===== src/io_port_defs.vh =====
/*
 * constants for the remote i/o port manager: command codes, field layout,
 * factory defaults and timing counts.
 * assumes a 10 mhz core clock; included by the port manager files.
 */
`ifndef IO_PORT_DEFS_VH
`define IO_PORT_DEFS_VH

`define CLK_PERIOD_NS 100
`define RESTORE_HOLD_MS 1000
`define RESTORE_HOLD_CYCLES ((`RESTORE_HOLD_MS * 1000000) / `CLK_PERIOD_NS)

`define NUM_DIN 12
`define NUM_ADC 4
`define NUM_DOUT 10
`define ADC_W 10
`define ADC_STEPS 1024
`define ADC_MAX 10'h3ff
`define DEF_THRESHOLD 10'h200
`define DEF_LOCAL_PORT 16'h1771

// command register addresses
`define ADDR_W 4
`define A_CMD 4'h0
`define A_DIN_EN 4'h1
`define A_DOUT_COND 4'h2
`define A_ADC_MODE 4'h3
`define A_THRESH 4'h4
`define A_RESTORE_EN 4'h5
`define A_SEL 4'h6
`define A_STATUS 4'h8
`define A_REPORT 4'h9
`define A_CONFIG 4'ha

// command codes written to the command register
`define CMD_STATE_REQ 8'h01
`define CMD_OUT_CTRL 8'h02
`define CMD_RUN 8'h03
`define CMD_SETTING 8'h04

// report entry kinds
`define RPT_DIN 2'h0
`define RPT_ADC 2'h1
`define RPT_DOUT 2'h2

`endif


===== src/adc_decimal.v =====
/*
 * converts a 10-bit adc code into four bcd digits, 0000 to 1023.
 * assumes the code is held stable while the conversion is read.
 */
`timescale 1ns/1ps
`default_nettype none
`include "io_port_defs.vh"

module adc_decimal #(
  parameter integer WIDTH = `ADC_W
) (
  input wire [WIDTH-1:0] code,
  output reg [15:0] bcd
);
  integer i;
  reg [15:0] acc;

  // shift-add-3, purely combinational so the report path has no latency
  always @* begin
    acc = 16'h0000;
    for (i = WIDTH - 1; i >= 0; i = i - 1) begin
      if (acc[3:0] > 4'h4) acc[3:0] = acc[3:0] + 4'h3;
      if (acc[7:4] > 4'h4) acc[7:4] = acc[7:4] + 4'h3;
      if (acc[11:8] > 4'h4) acc[11:8] = acc[11:8] + 4'h3;
      if (acc[15:12] > 4'h4) acc[15:12] = acc[15:12] + 4'h3;
      acc = {acc[14:0], code[i]};
    end
    bcd = acc;
  end
endmodule // adc_decimal

`default_nettype wire


===== src/io_port_manager.v =====
/*
 * remote i/o port manager: digital inputs, adc inputs reported as codes or
 * threshold compares, condition-gated digital outputs, run/setting interlock
 * and factory restore from a held switch.
 * assumes commands arrive from a socket front end over the plain register
 * port, one strobe per cycle; pin inputs are synchronous to core_clk.
 */
// Implementation choices: the placing of the registers and the address-and-strobe port.
`timescale 1ns/1ps
`default_nettype none
`include "io_port_defs.vh"

// Operation
// - switch held about one second restores factory defaults, then reboots
// - after restore, network uses dynamic addressing and serves on port 6001
// - defaults: ports enabled, recovery on, linear adc, threshold 512, run
// - state request answers with every input, adc and output state
// - linear mode reports adc as four decimal digits 0000 to 1023
// - threshold mode reports on when value exceeds threshold
// - output entry carries on/off, condition assigned and standby flag
// - output without condition inverts on each control command
// - conditioned output goes on if condition holds, else off and standby
// - after output control, full state of all ports is sent back
// - twelve digital inputs, each with its own enable setting
// - configuration refused in run mode; host switches to setting first
// - disabled input reports disabled whatever its level
// - device acts as tcp server accepting the host connection
// - output commanded on while condition fails enters standby instead
module io_port_manager #(
  parameter integer NUM_DIN = `NUM_DIN,
  parameter integer NUM_ADC = `NUM_ADC,
  parameter integer NUM_DOUT = `NUM_DOUT,
  parameter integer RESTORE_HOLD = `RESTORE_HOLD_CYCLES
) (
  input wire core_clk,
  input wire nrst,
  input wire [`ADDR_W-1:0] addr,
  input wire [31:0] wdata,
  input wire wr,
  input wire rd,
  output reg [31:0] rdata,
  input wire [NUM_DIN-1:0] din,
  input wire [NUM_ADC*`ADC_W-1:0] adc_value,
  input wire [NUM_DOUT-1:0] cond_met,
  input wire restore_sw,
  output reg [NUM_DOUT-1:0] dout,
  output reg [NUM_DOUT-1:0] standby,
  output reg run_mode,
  output reg dhcp_mode,
  output reg tcp_server,
  output reg [15:0] local_port,
  output reg reboot,
  output reg report_valid,
  output reg report_busy,
  output reg cmd_refused
);
  localparam [2:0] S_IDLE = 3'b001;
  localparam [2:0] S_REPORT = 3'b010;
  localparam [2:0] S_RESTORE = 3'b100;
  localparam integer ENTRIES = NUM_DIN + NUM_ADC + NUM_DOUT;
  localparam integer HOLD_W = 32;

  reg [2:0] state;
  reg [NUM_DIN-1:0] din_en;
  reg [NUM_DOUT-1:0] dout_cond;
  reg [NUM_ADC-1:0] adc_mode;
  reg [`ADC_W-1:0] threshold;
  reg [NUM_DOUT-1:0] restore_en;
  reg [7:0] entry_idx;
  reg [7:0] out_sel;
  reg [HOLD_W-1:0] hold_cnt;
  reg [31:0] report_word;
  reg [NUM_DOUT-1:0] next_dout;
  reg [NUM_DOUT-1:0] next_standby;
  reg [`ADC_W-1:0] cur_adc;
  wire [15:0] cur_bcd;
  wire cfg_wr;
  wire idle;

  // one-hot decode of a port index into a mask
  function [NUM_DOUT-1:0] sel_mask;
    input [7:0] idx;
    integer k;
    begin
      sel_mask = {NUM_DOUT{1'b0}};
      for (k = 0; k < NUM_DOUT; k = k + 1)
        if (idx == k[7:0]) sel_mask[k] = 1'b1;
    end
  endfunction

  assign idle = (state == S_IDLE);
  assign cfg_wr = wr && (addr != `A_CMD) && (addr != `A_SEL);

  // adc selected for the entry being reported
  always @* begin : adc_pick
    integer j;
    j = 0;
    cur_adc = {`ADC_W{1'b0}};
    for (j = 0; j < NUM_ADC; j = j + 1)
      if (entry_idx == (NUM_DIN + j))
        cur_adc = adc_value[j*`ADC_W +: `ADC_W];
  end

  adc_decimal #(
    .WIDTH(`ADC_W)
  ) u_dec (
    .code(cur_adc),
    .bcd(cur_bcd)
  );

  // one report entry: kind, port number, payload
  always @* begin : entry_build
    integer j;
    j = 0;
    report_word = 32'h00000000;
    if (entry_idx < NUM_DIN) begin
      report_word[31:30] = `RPT_DIN;
      report_word[23:16] = entry_idx;
      for (j = 0; j < NUM_DIN; j = j + 1)
        if (entry_idx == j[7:0]) begin
          report_word[1] = ~din_en[j];
          report_word[0] = din_en[j] & din[j];
        end
    end else if (entry_idx < NUM_DIN + NUM_ADC) begin
      report_word[31:30] = `RPT_ADC;
      report_word[23:16] = entry_idx - NUM_DIN[7:0];
      for (j = 0; j < NUM_ADC; j = j + 1)
        if (entry_idx == (NUM_DIN + j)) begin
          // mode flag shares the index byte, so it is raised only in compare mode
          if (adc_mode[j]) begin
            report_word[17] = 1'b1;
            report_word[0] = (cur_adc > threshold);
          end else
            report_word[15:0] = cur_bcd;
        end
    end else begin
      report_word[31:30] = `RPT_DOUT;
      report_word[23:16] = entry_idx - NUM_DIN[7:0] - NUM_ADC[7:0];
      for (j = 0; j < NUM_DOUT; j = j + 1)
        if (entry_idx == (NUM_DIN + NUM_ADC + j)) begin
          report_word[0] = dout[j];
          report_word[1] = dout_cond[j];
          report_word[2] = standby[j];
        end
    end
  end

  // output control: toggle, or follow the condition and park in standby
  always @* begin : out_ctrl
    integer j;
    j = 0;
    next_dout = dout;
    next_standby = standby;
    for (j = 0; j < NUM_DOUT; j = j + 1)
      if (out_sel == j[7:0]) begin
        if (!dout_cond[j]) begin
          next_dout[j] = ~dout[j];
          next_standby[j] = 1'b0;
        end else if (cond_met[j]) begin
          next_dout[j] = 1'b1;
          next_standby[j] = 1'b0;
        end else begin
          next_dout[j] = 1'b0;
          next_standby[j] = 1'b1;
        end
      end
  end

  always @(posedge core_clk) begin
    if (!nrst) begin
      state <= S_IDLE;
      din_en <= {NUM_DIN{1'b1}};
      dout_cond <= {NUM_DOUT{1'b0}};
      adc_mode <= {NUM_ADC{1'b0}};
      threshold <= `DEF_THRESHOLD;
      restore_en <= {NUM_DOUT{1'b1}};
      run_mode <= 1'b1;
      dhcp_mode <= 1'b1;
      tcp_server <= 1'b1;
      local_port <= `DEF_LOCAL_PORT;
      entry_idx <= 8'h00;
      out_sel <= 8'h00;
      hold_cnt <= {HOLD_W{1'b0}};
      dout <= {NUM_DOUT{1'b0}};
      standby <= {NUM_DOUT{1'b0}};
      reboot <= 1'b0;
      report_valid <= 1'b0;
      report_busy <= 1'b0;
      cmd_refused <= 1'b0;
      rdata <= 32'h00000000;
    end else begin
      report_valid <= 1'b0;
      cmd_refused <= 1'b0;
      reboot <= 1'b0;
      // switch must be held continuously; a release restarts the count
      if (!restore_sw)
        hold_cnt <= {HOLD_W{1'b0}};
      else if (hold_cnt < RESTORE_HOLD)
        hold_cnt <= hold_cnt + 1'b1;
      case (state)
        S_IDLE: begin
          if (restore_sw && hold_cnt == RESTORE_HOLD - 1) begin
            state <= S_RESTORE;
          end else if (wr && addr == `A_SEL) begin
            out_sel <= wdata[7:0];
          end else if (wr && addr == `A_CMD) begin
            case (wdata[7:0])
              `CMD_STATE_REQ: begin
                state <= S_REPORT;
                entry_idx <= 8'h00;
                report_busy <= 1'b1;
              end
              `CMD_OUT_CTRL: begin
                dout <= next_dout & sel_mask(out_sel) | dout & ~sel_mask(out_sel);
                standby <= next_standby;
                state <= S_REPORT;
                entry_idx <= 8'h00;
                report_busy <= 1'b1;
              end
              `CMD_RUN: run_mode <= 1'b1;
              `CMD_SETTING: run_mode <= 1'b0;
              default: cmd_refused <= 1'b1;
            endcase
          end else if (cfg_wr && run_mode) begin
            cmd_refused <= 1'b1;
          end else if (cfg_wr) begin
            case (addr)
              `A_DIN_EN: din_en <= wdata[NUM_DIN-1:0];
              `A_DOUT_COND: dout_cond <= wdata[NUM_DOUT-1:0];
              `A_ADC_MODE: adc_mode <= wdata[NUM_ADC-1:0];
              `A_THRESH: threshold <= wdata[`ADC_W-1:0];
              `A_RESTORE_EN: restore_en <= wdata[NUM_DOUT-1:0];
              default: cmd_refused <= 1'b1;
            endcase
          end
        end
        S_REPORT: begin
          // one entry per read of the report register; writes are refused
          if (wr) cmd_refused <= 1'b1;
          if (rd && addr == `A_REPORT) begin
            report_valid <= 1'b1;
            if (entry_idx == ENTRIES - 1) begin
              state <= S_IDLE;
              report_busy <= 1'b0;
              entry_idx <= 8'h00;
            end else begin
              entry_idx <= entry_idx + 8'h01;
            end
          end
        end
        S_RESTORE: begin
          din_en <= {NUM_DIN{1'b1}};
          dout_cond <= {NUM_DOUT{1'b0}};
          adc_mode <= {NUM_ADC{1'b0}};
          threshold <= `DEF_THRESHOLD;
          restore_en <= {NUM_DOUT{1'b1}};
          run_mode <= 1'b1;
          dhcp_mode <= 1'b1;
          tcp_server <= 1'b1;
          local_port <= `DEF_LOCAL_PORT;
          // reboot: outputs with recovery disabled drop to off
          dout <= dout & restore_en;
          standby <= {NUM_DOUT{1'b0}};
          report_busy <= 1'b0;
          reboot <= 1'b1;
          state <= S_IDLE;
        end
        default: state <= S_IDLE;
      endcase
      if (rd) begin
        case (addr)
          `A_STATUS: rdata <= {26'h0, report_busy, run_mode, tcp_server,
                               dhcp_mode, state[2], state[1]};
          `A_REPORT: rdata <= report_busy ? report_word : 32'h00000000;
          `A_DIN_EN: rdata <= {{(32-NUM_DIN){1'b0}}, din_en};
          `A_DOUT_COND: rdata <= {{(32-NUM_DOUT){1'b0}}, dout_cond};
          `A_ADC_MODE: rdata <= {{(32-NUM_ADC){1'b0}}, adc_mode};
          `A_THRESH: rdata <= {{(32-`ADC_W){1'b0}}, threshold};
          `A_RESTORE_EN: rdata <= {{(32-NUM_DOUT){1'b0}}, restore_en};
          `A_SEL: rdata <= {24'h0, out_sel};
          `A_CONFIG: rdata <= {16'h0, local_port};
          default: rdata <= 32'h00000000;
        endcase
      end else begin
        rdata <= 32'h00000000;
      end
    end
  end
endmodule // io_port_manager

`default_nettype wire


===== config.mk =====
export PLATFORM = sky130hd
export DESIGN_NAME = io_port_manager
export DESIGN_NICKNAME = d
export VERILOG_FILES = /design/src/adc_decimal.v /design/src/io_port_manager.v
export VERILOG_INCLUDE_DIRS = /design/src
export SDC_FILE = /design/constraint.sdc
export NUM_CORES = 1
export LEC_CHECK = 0
export BUFFER_PORTS_ARGS = -buffer_cell sky130_fd_sc_hd__buf_2
export CORE_MARGIN = 8
export CORE_UTILIZATION = 50
export DETAILED_ROUTE_END_ITERATION = 16
export PLACE_DENSITY = 0.72
export SLEW_MARGIN = 20
export SYNTH_ARGS = -nofsm -noshare
export SYNTH_HDL_FRONTEND = slang
export SYNTH_SLANG_ARGS = --single-unit

===== constraint.sdc =====
create_clock -name core_clk -period 10.15 [get_ports core_clk]
set_clock_uncertainty 0.1 [all_clocks]
set_input_delay 3.045 -clock core_clk [delete_from_list [all_inputs] [get_ports core_clk]]
set_output_delay 3.045 -clock core_clk [all_outputs]
set_load 0.01 [all_outputs]

==> impl_metrics.yaml <==
outcome:
  status: "finished, final reports clean"
yosys:
  synth_edf_count: 0
  synth_fa_ha_area_share_pct: 4.66
  post-synth-top-area-cell: "dfxtp_1"
  ys_ff_latch: 145
  ys.flop_type: "dfxtp_1"
  synth_xor_area_share_pct: 3.60
  synthTopCellsByCount: "189 x nor2_1, 156 x nand2_1, 145 x dfxtp_1"
  syn_inst: 1397
  synth_top_area_share_pct: 27.7
  synthArstFlopShare_pct: 0
  ys_seq_area_share_pct: 27.7
  synth.area.mux_share_pct: 4.36
  synthSimpleGateAreaFrac_pct: 28.1
  synthesis.area_um2: 10500
  avgSynthCellArea_um2: 7.50
  synth_area_leaders: "dfxtp_1 28%, nor2_1 6.8%, a21oi_1 5.6%"
  ys_types: 101
  ys.warnings.count: 0
  synth-compound-area-share_pct: 25.3
  synth_most_common_cell: "nor2_1"
  synth_top_family_by_area: "simple AND/OR/NAND/NOR gates"
worst_hold_path:
  min_path_type: "reg -> reg"
  hold_depth: 1
finish:
  utilization_pct: 57.4
  fillers: 1967
  multi_input_comb_area_um2: 7010
  nNetsFinal: 1649
  regArea_um2: 2900
  fin_cells: 1796
  drive_gt1_share_pct: 16.0
  syn_to_final_growth_pct: 13.8
cts:
  ctsHoldBuffers: 0
  cts.repair.resized: 0
  numCtsBuffers: 17
  htree_levels: 4
  cts_post_setup_buffers_inserted: 0
  clk_pin_slew_ps: 60
  cts.path.max_buffers: 2
  insertion_delay_ps: 430
  cts_tree: "yes"
  root_buffer: "clkbuf_16"
  cts.sinks: 145
die:
  rows: 53
  core_um2: 20800
  dieWidth_um: 161
  start_util_pct: 50.4
  die_h_um: 161
  io_pins: 178
  die_area_um2: 25800
placement:
  port_buffers: 130
  dp_hpwl_mm: 24.4
  dp.cells: 1763
  gp_congestion: 0.937
global_routing:
  antenna_found_initial: 2
  overflow: 0
  grt_pass1_wl_mm: 52.6
  track_usage_pct: 24.8
  grt_pass1_vias: 10200
  grt_start_max_net_pins: 57
critical_path:
  crit_path_top_delay_cell: "nor4_2"
  worstSetupEndpoint: "rdata[2]$_SDFF_PN0_"
  critPathMaxFanout: 6
  worst_ep_required_time_ps: 10370
  crit_start: "adc_value[18]"
  reg2reg_depth: 33
  critPathKind: "in -> reg"
  slowest_delay_ps: 530
  end_kind: "register"
  critPathArrivalTime_ps: 9630
  reg2reg_from: "entry_idx[5]$_SDFFE_PN0P_"
  r2r_slack_ps: 2200
  startpoint_type: "primary input"
  r2r_end: "rdata[2]$_SDFF_PN0_"
  crit_top_cell: "ha_1"
drt:
  ant_nets: 0
  wl_per_cell_um: 18.4
  dr.pass1.iters: 6
  drc_errors: 0
  routed_wl_mm: 33.1
  drtIter0Drc: 1065
  vias: 10800
  post_drt_via_cell_ratio: 6.03
power:
  p_clk_share_pct: 50.5
  seqPwrFrac_pct: 43.6
  p_leak_nw: 4.89
  switching_share_pct: 24.5
  power_density_nw_per_um2: 110
  switchingPower_mw: 0.321
  p_int_mw: 0.990
  peakVddDrop_uv: 126
  combinationalPowerShare_pct: 5.9
  total_power_mw: 1.31
timing:
  setup_viol: 0
  setup_tns_ps: 0
  rsz0062_at_grt: "false"
  fmax_ghz: 0.106
  hold_viol: 0
  worst_slew_pin_slew_ps: 1020
  relSlewSlack_pct: 31.7
  layout_worst_path_cycle_share_pct: 92.7
  slew_viol_final: 0
  fin_crit_ps: 9400
job:
  cap_violations: 0
-- stage by stage --
| stage | worst slack (ps) | area, um2 | hold WS [ps] |
|---|---|---|---|
| after detailed placement | 424 | 11300 | 371 |
| after global routing | 207 | 11900 | 397 |
| after global placement | 475 | 11300 | 366 |
| after CTS | 819 | 11900 | 385 |
| after floorplan | 839 | 10600 | 353 |
| final | 745 | 11900 | 383 |
-- layout make-up --
class	instances	area share, %
tap	275	2.89
sequential	145	24.4
clock buffer	19	3.63
antenna	1	0.0210
timing repair buffer	159	7.28
clock inverter	13	1.47
inverter	48	1.51
multi-input combinational	1136	58.8
-- worst min path at each step --
stage,startpoint,end
after floorplan,hold_cnt[24]$_SDFFE_PN0N_,hold_cnt[24]$_SDFFE_PN0N_
after global placement,hold_cnt[28]$_SDFFE_PN0N_,hold_cnt[28]$_SDFFE_PN0N_
after detailed placement,hold_cnt[28]$_SDFFE_PN0N_,hold_cnt[28]$_SDFFE_PN0N_
after CTS,hold_cnt[26]$_SDFFE_PN0N_,hold_cnt[26]$_SDFFE_PN0N_
after global routing,hold_cnt[25]$_SDFFE_PN0N_,hold_cnt[25]$_SDFFE_PN0N_
final,hold_cnt[27]$_SDFFE_PN0N_,hold_cnt[27]$_SDFFE_PN0N_
-- sequential cells by signal, indices dropped and copies added (netlist names), 3 cells and up, named ones only --
name,flops
hold_cnt,32
rdata,23
din_en,12
dout_cond,10
restore_en,10
standby,10
threshold,10
entry_idx,8
out_sel,8
adc_mode,4
state,3
-- kinds of logic after synthesis --
logic type,count (synthesis)
other,2
multiplexers,42
adder cells (fa/ha/maj),39
buffers and inverters,141
flip-flops,145
AND/OR/NAND/NOR,600
AO/OA/AOI/OAI,385
XOR/XNOR,43
-- layout by cell type (no fill, tap or decap), drive strengths merged, types with 24 or more instances in the layout --
cell	count
nor2	190
buf	159
nand2	156
dfxtp	145
a21oi	121
o21ai	78
inv	52
nand3	51
ha	39
mux2i	35
nor3	34
o211ai	33
conb	27
and3	24
-- layer usage --
metal  global-route usage, %  up-vias  part of all wire (%)
met2                    39.8      478                    46
met1                    31.1     4999                    42
met3                    4.84       90                   7.9
met5                       0        -                 0.024
li1                        -     5257                     -
met4                    12.5        2                   4.2
-- critical path, delay by kind of cell --
kind	cells	cell delay, ps
simple gates	13	2400
compound gates	8	1530
fa+ha+maj	5	1350
mux	3	820
buf+inv	5	450
-- power by group through the flow --
stage / clock (mW) / sequential (mW) / combinational [mW]
3_5_place_dp: 0 / 0.585 / 0.0750
2_1_floorplan: 0 / 0.585 / 0.0502
6_report: 0.662 / 0.572 / 0.0772
3_3_place_gp: 0 / 0.585 / 0.0745
5_1_grt: 0.693 / 0.572 / 0.0846
4_1_cts: 0.667 / 0.572 / 0.0753
Note: power is estimated with default switching activity, not from simulation.
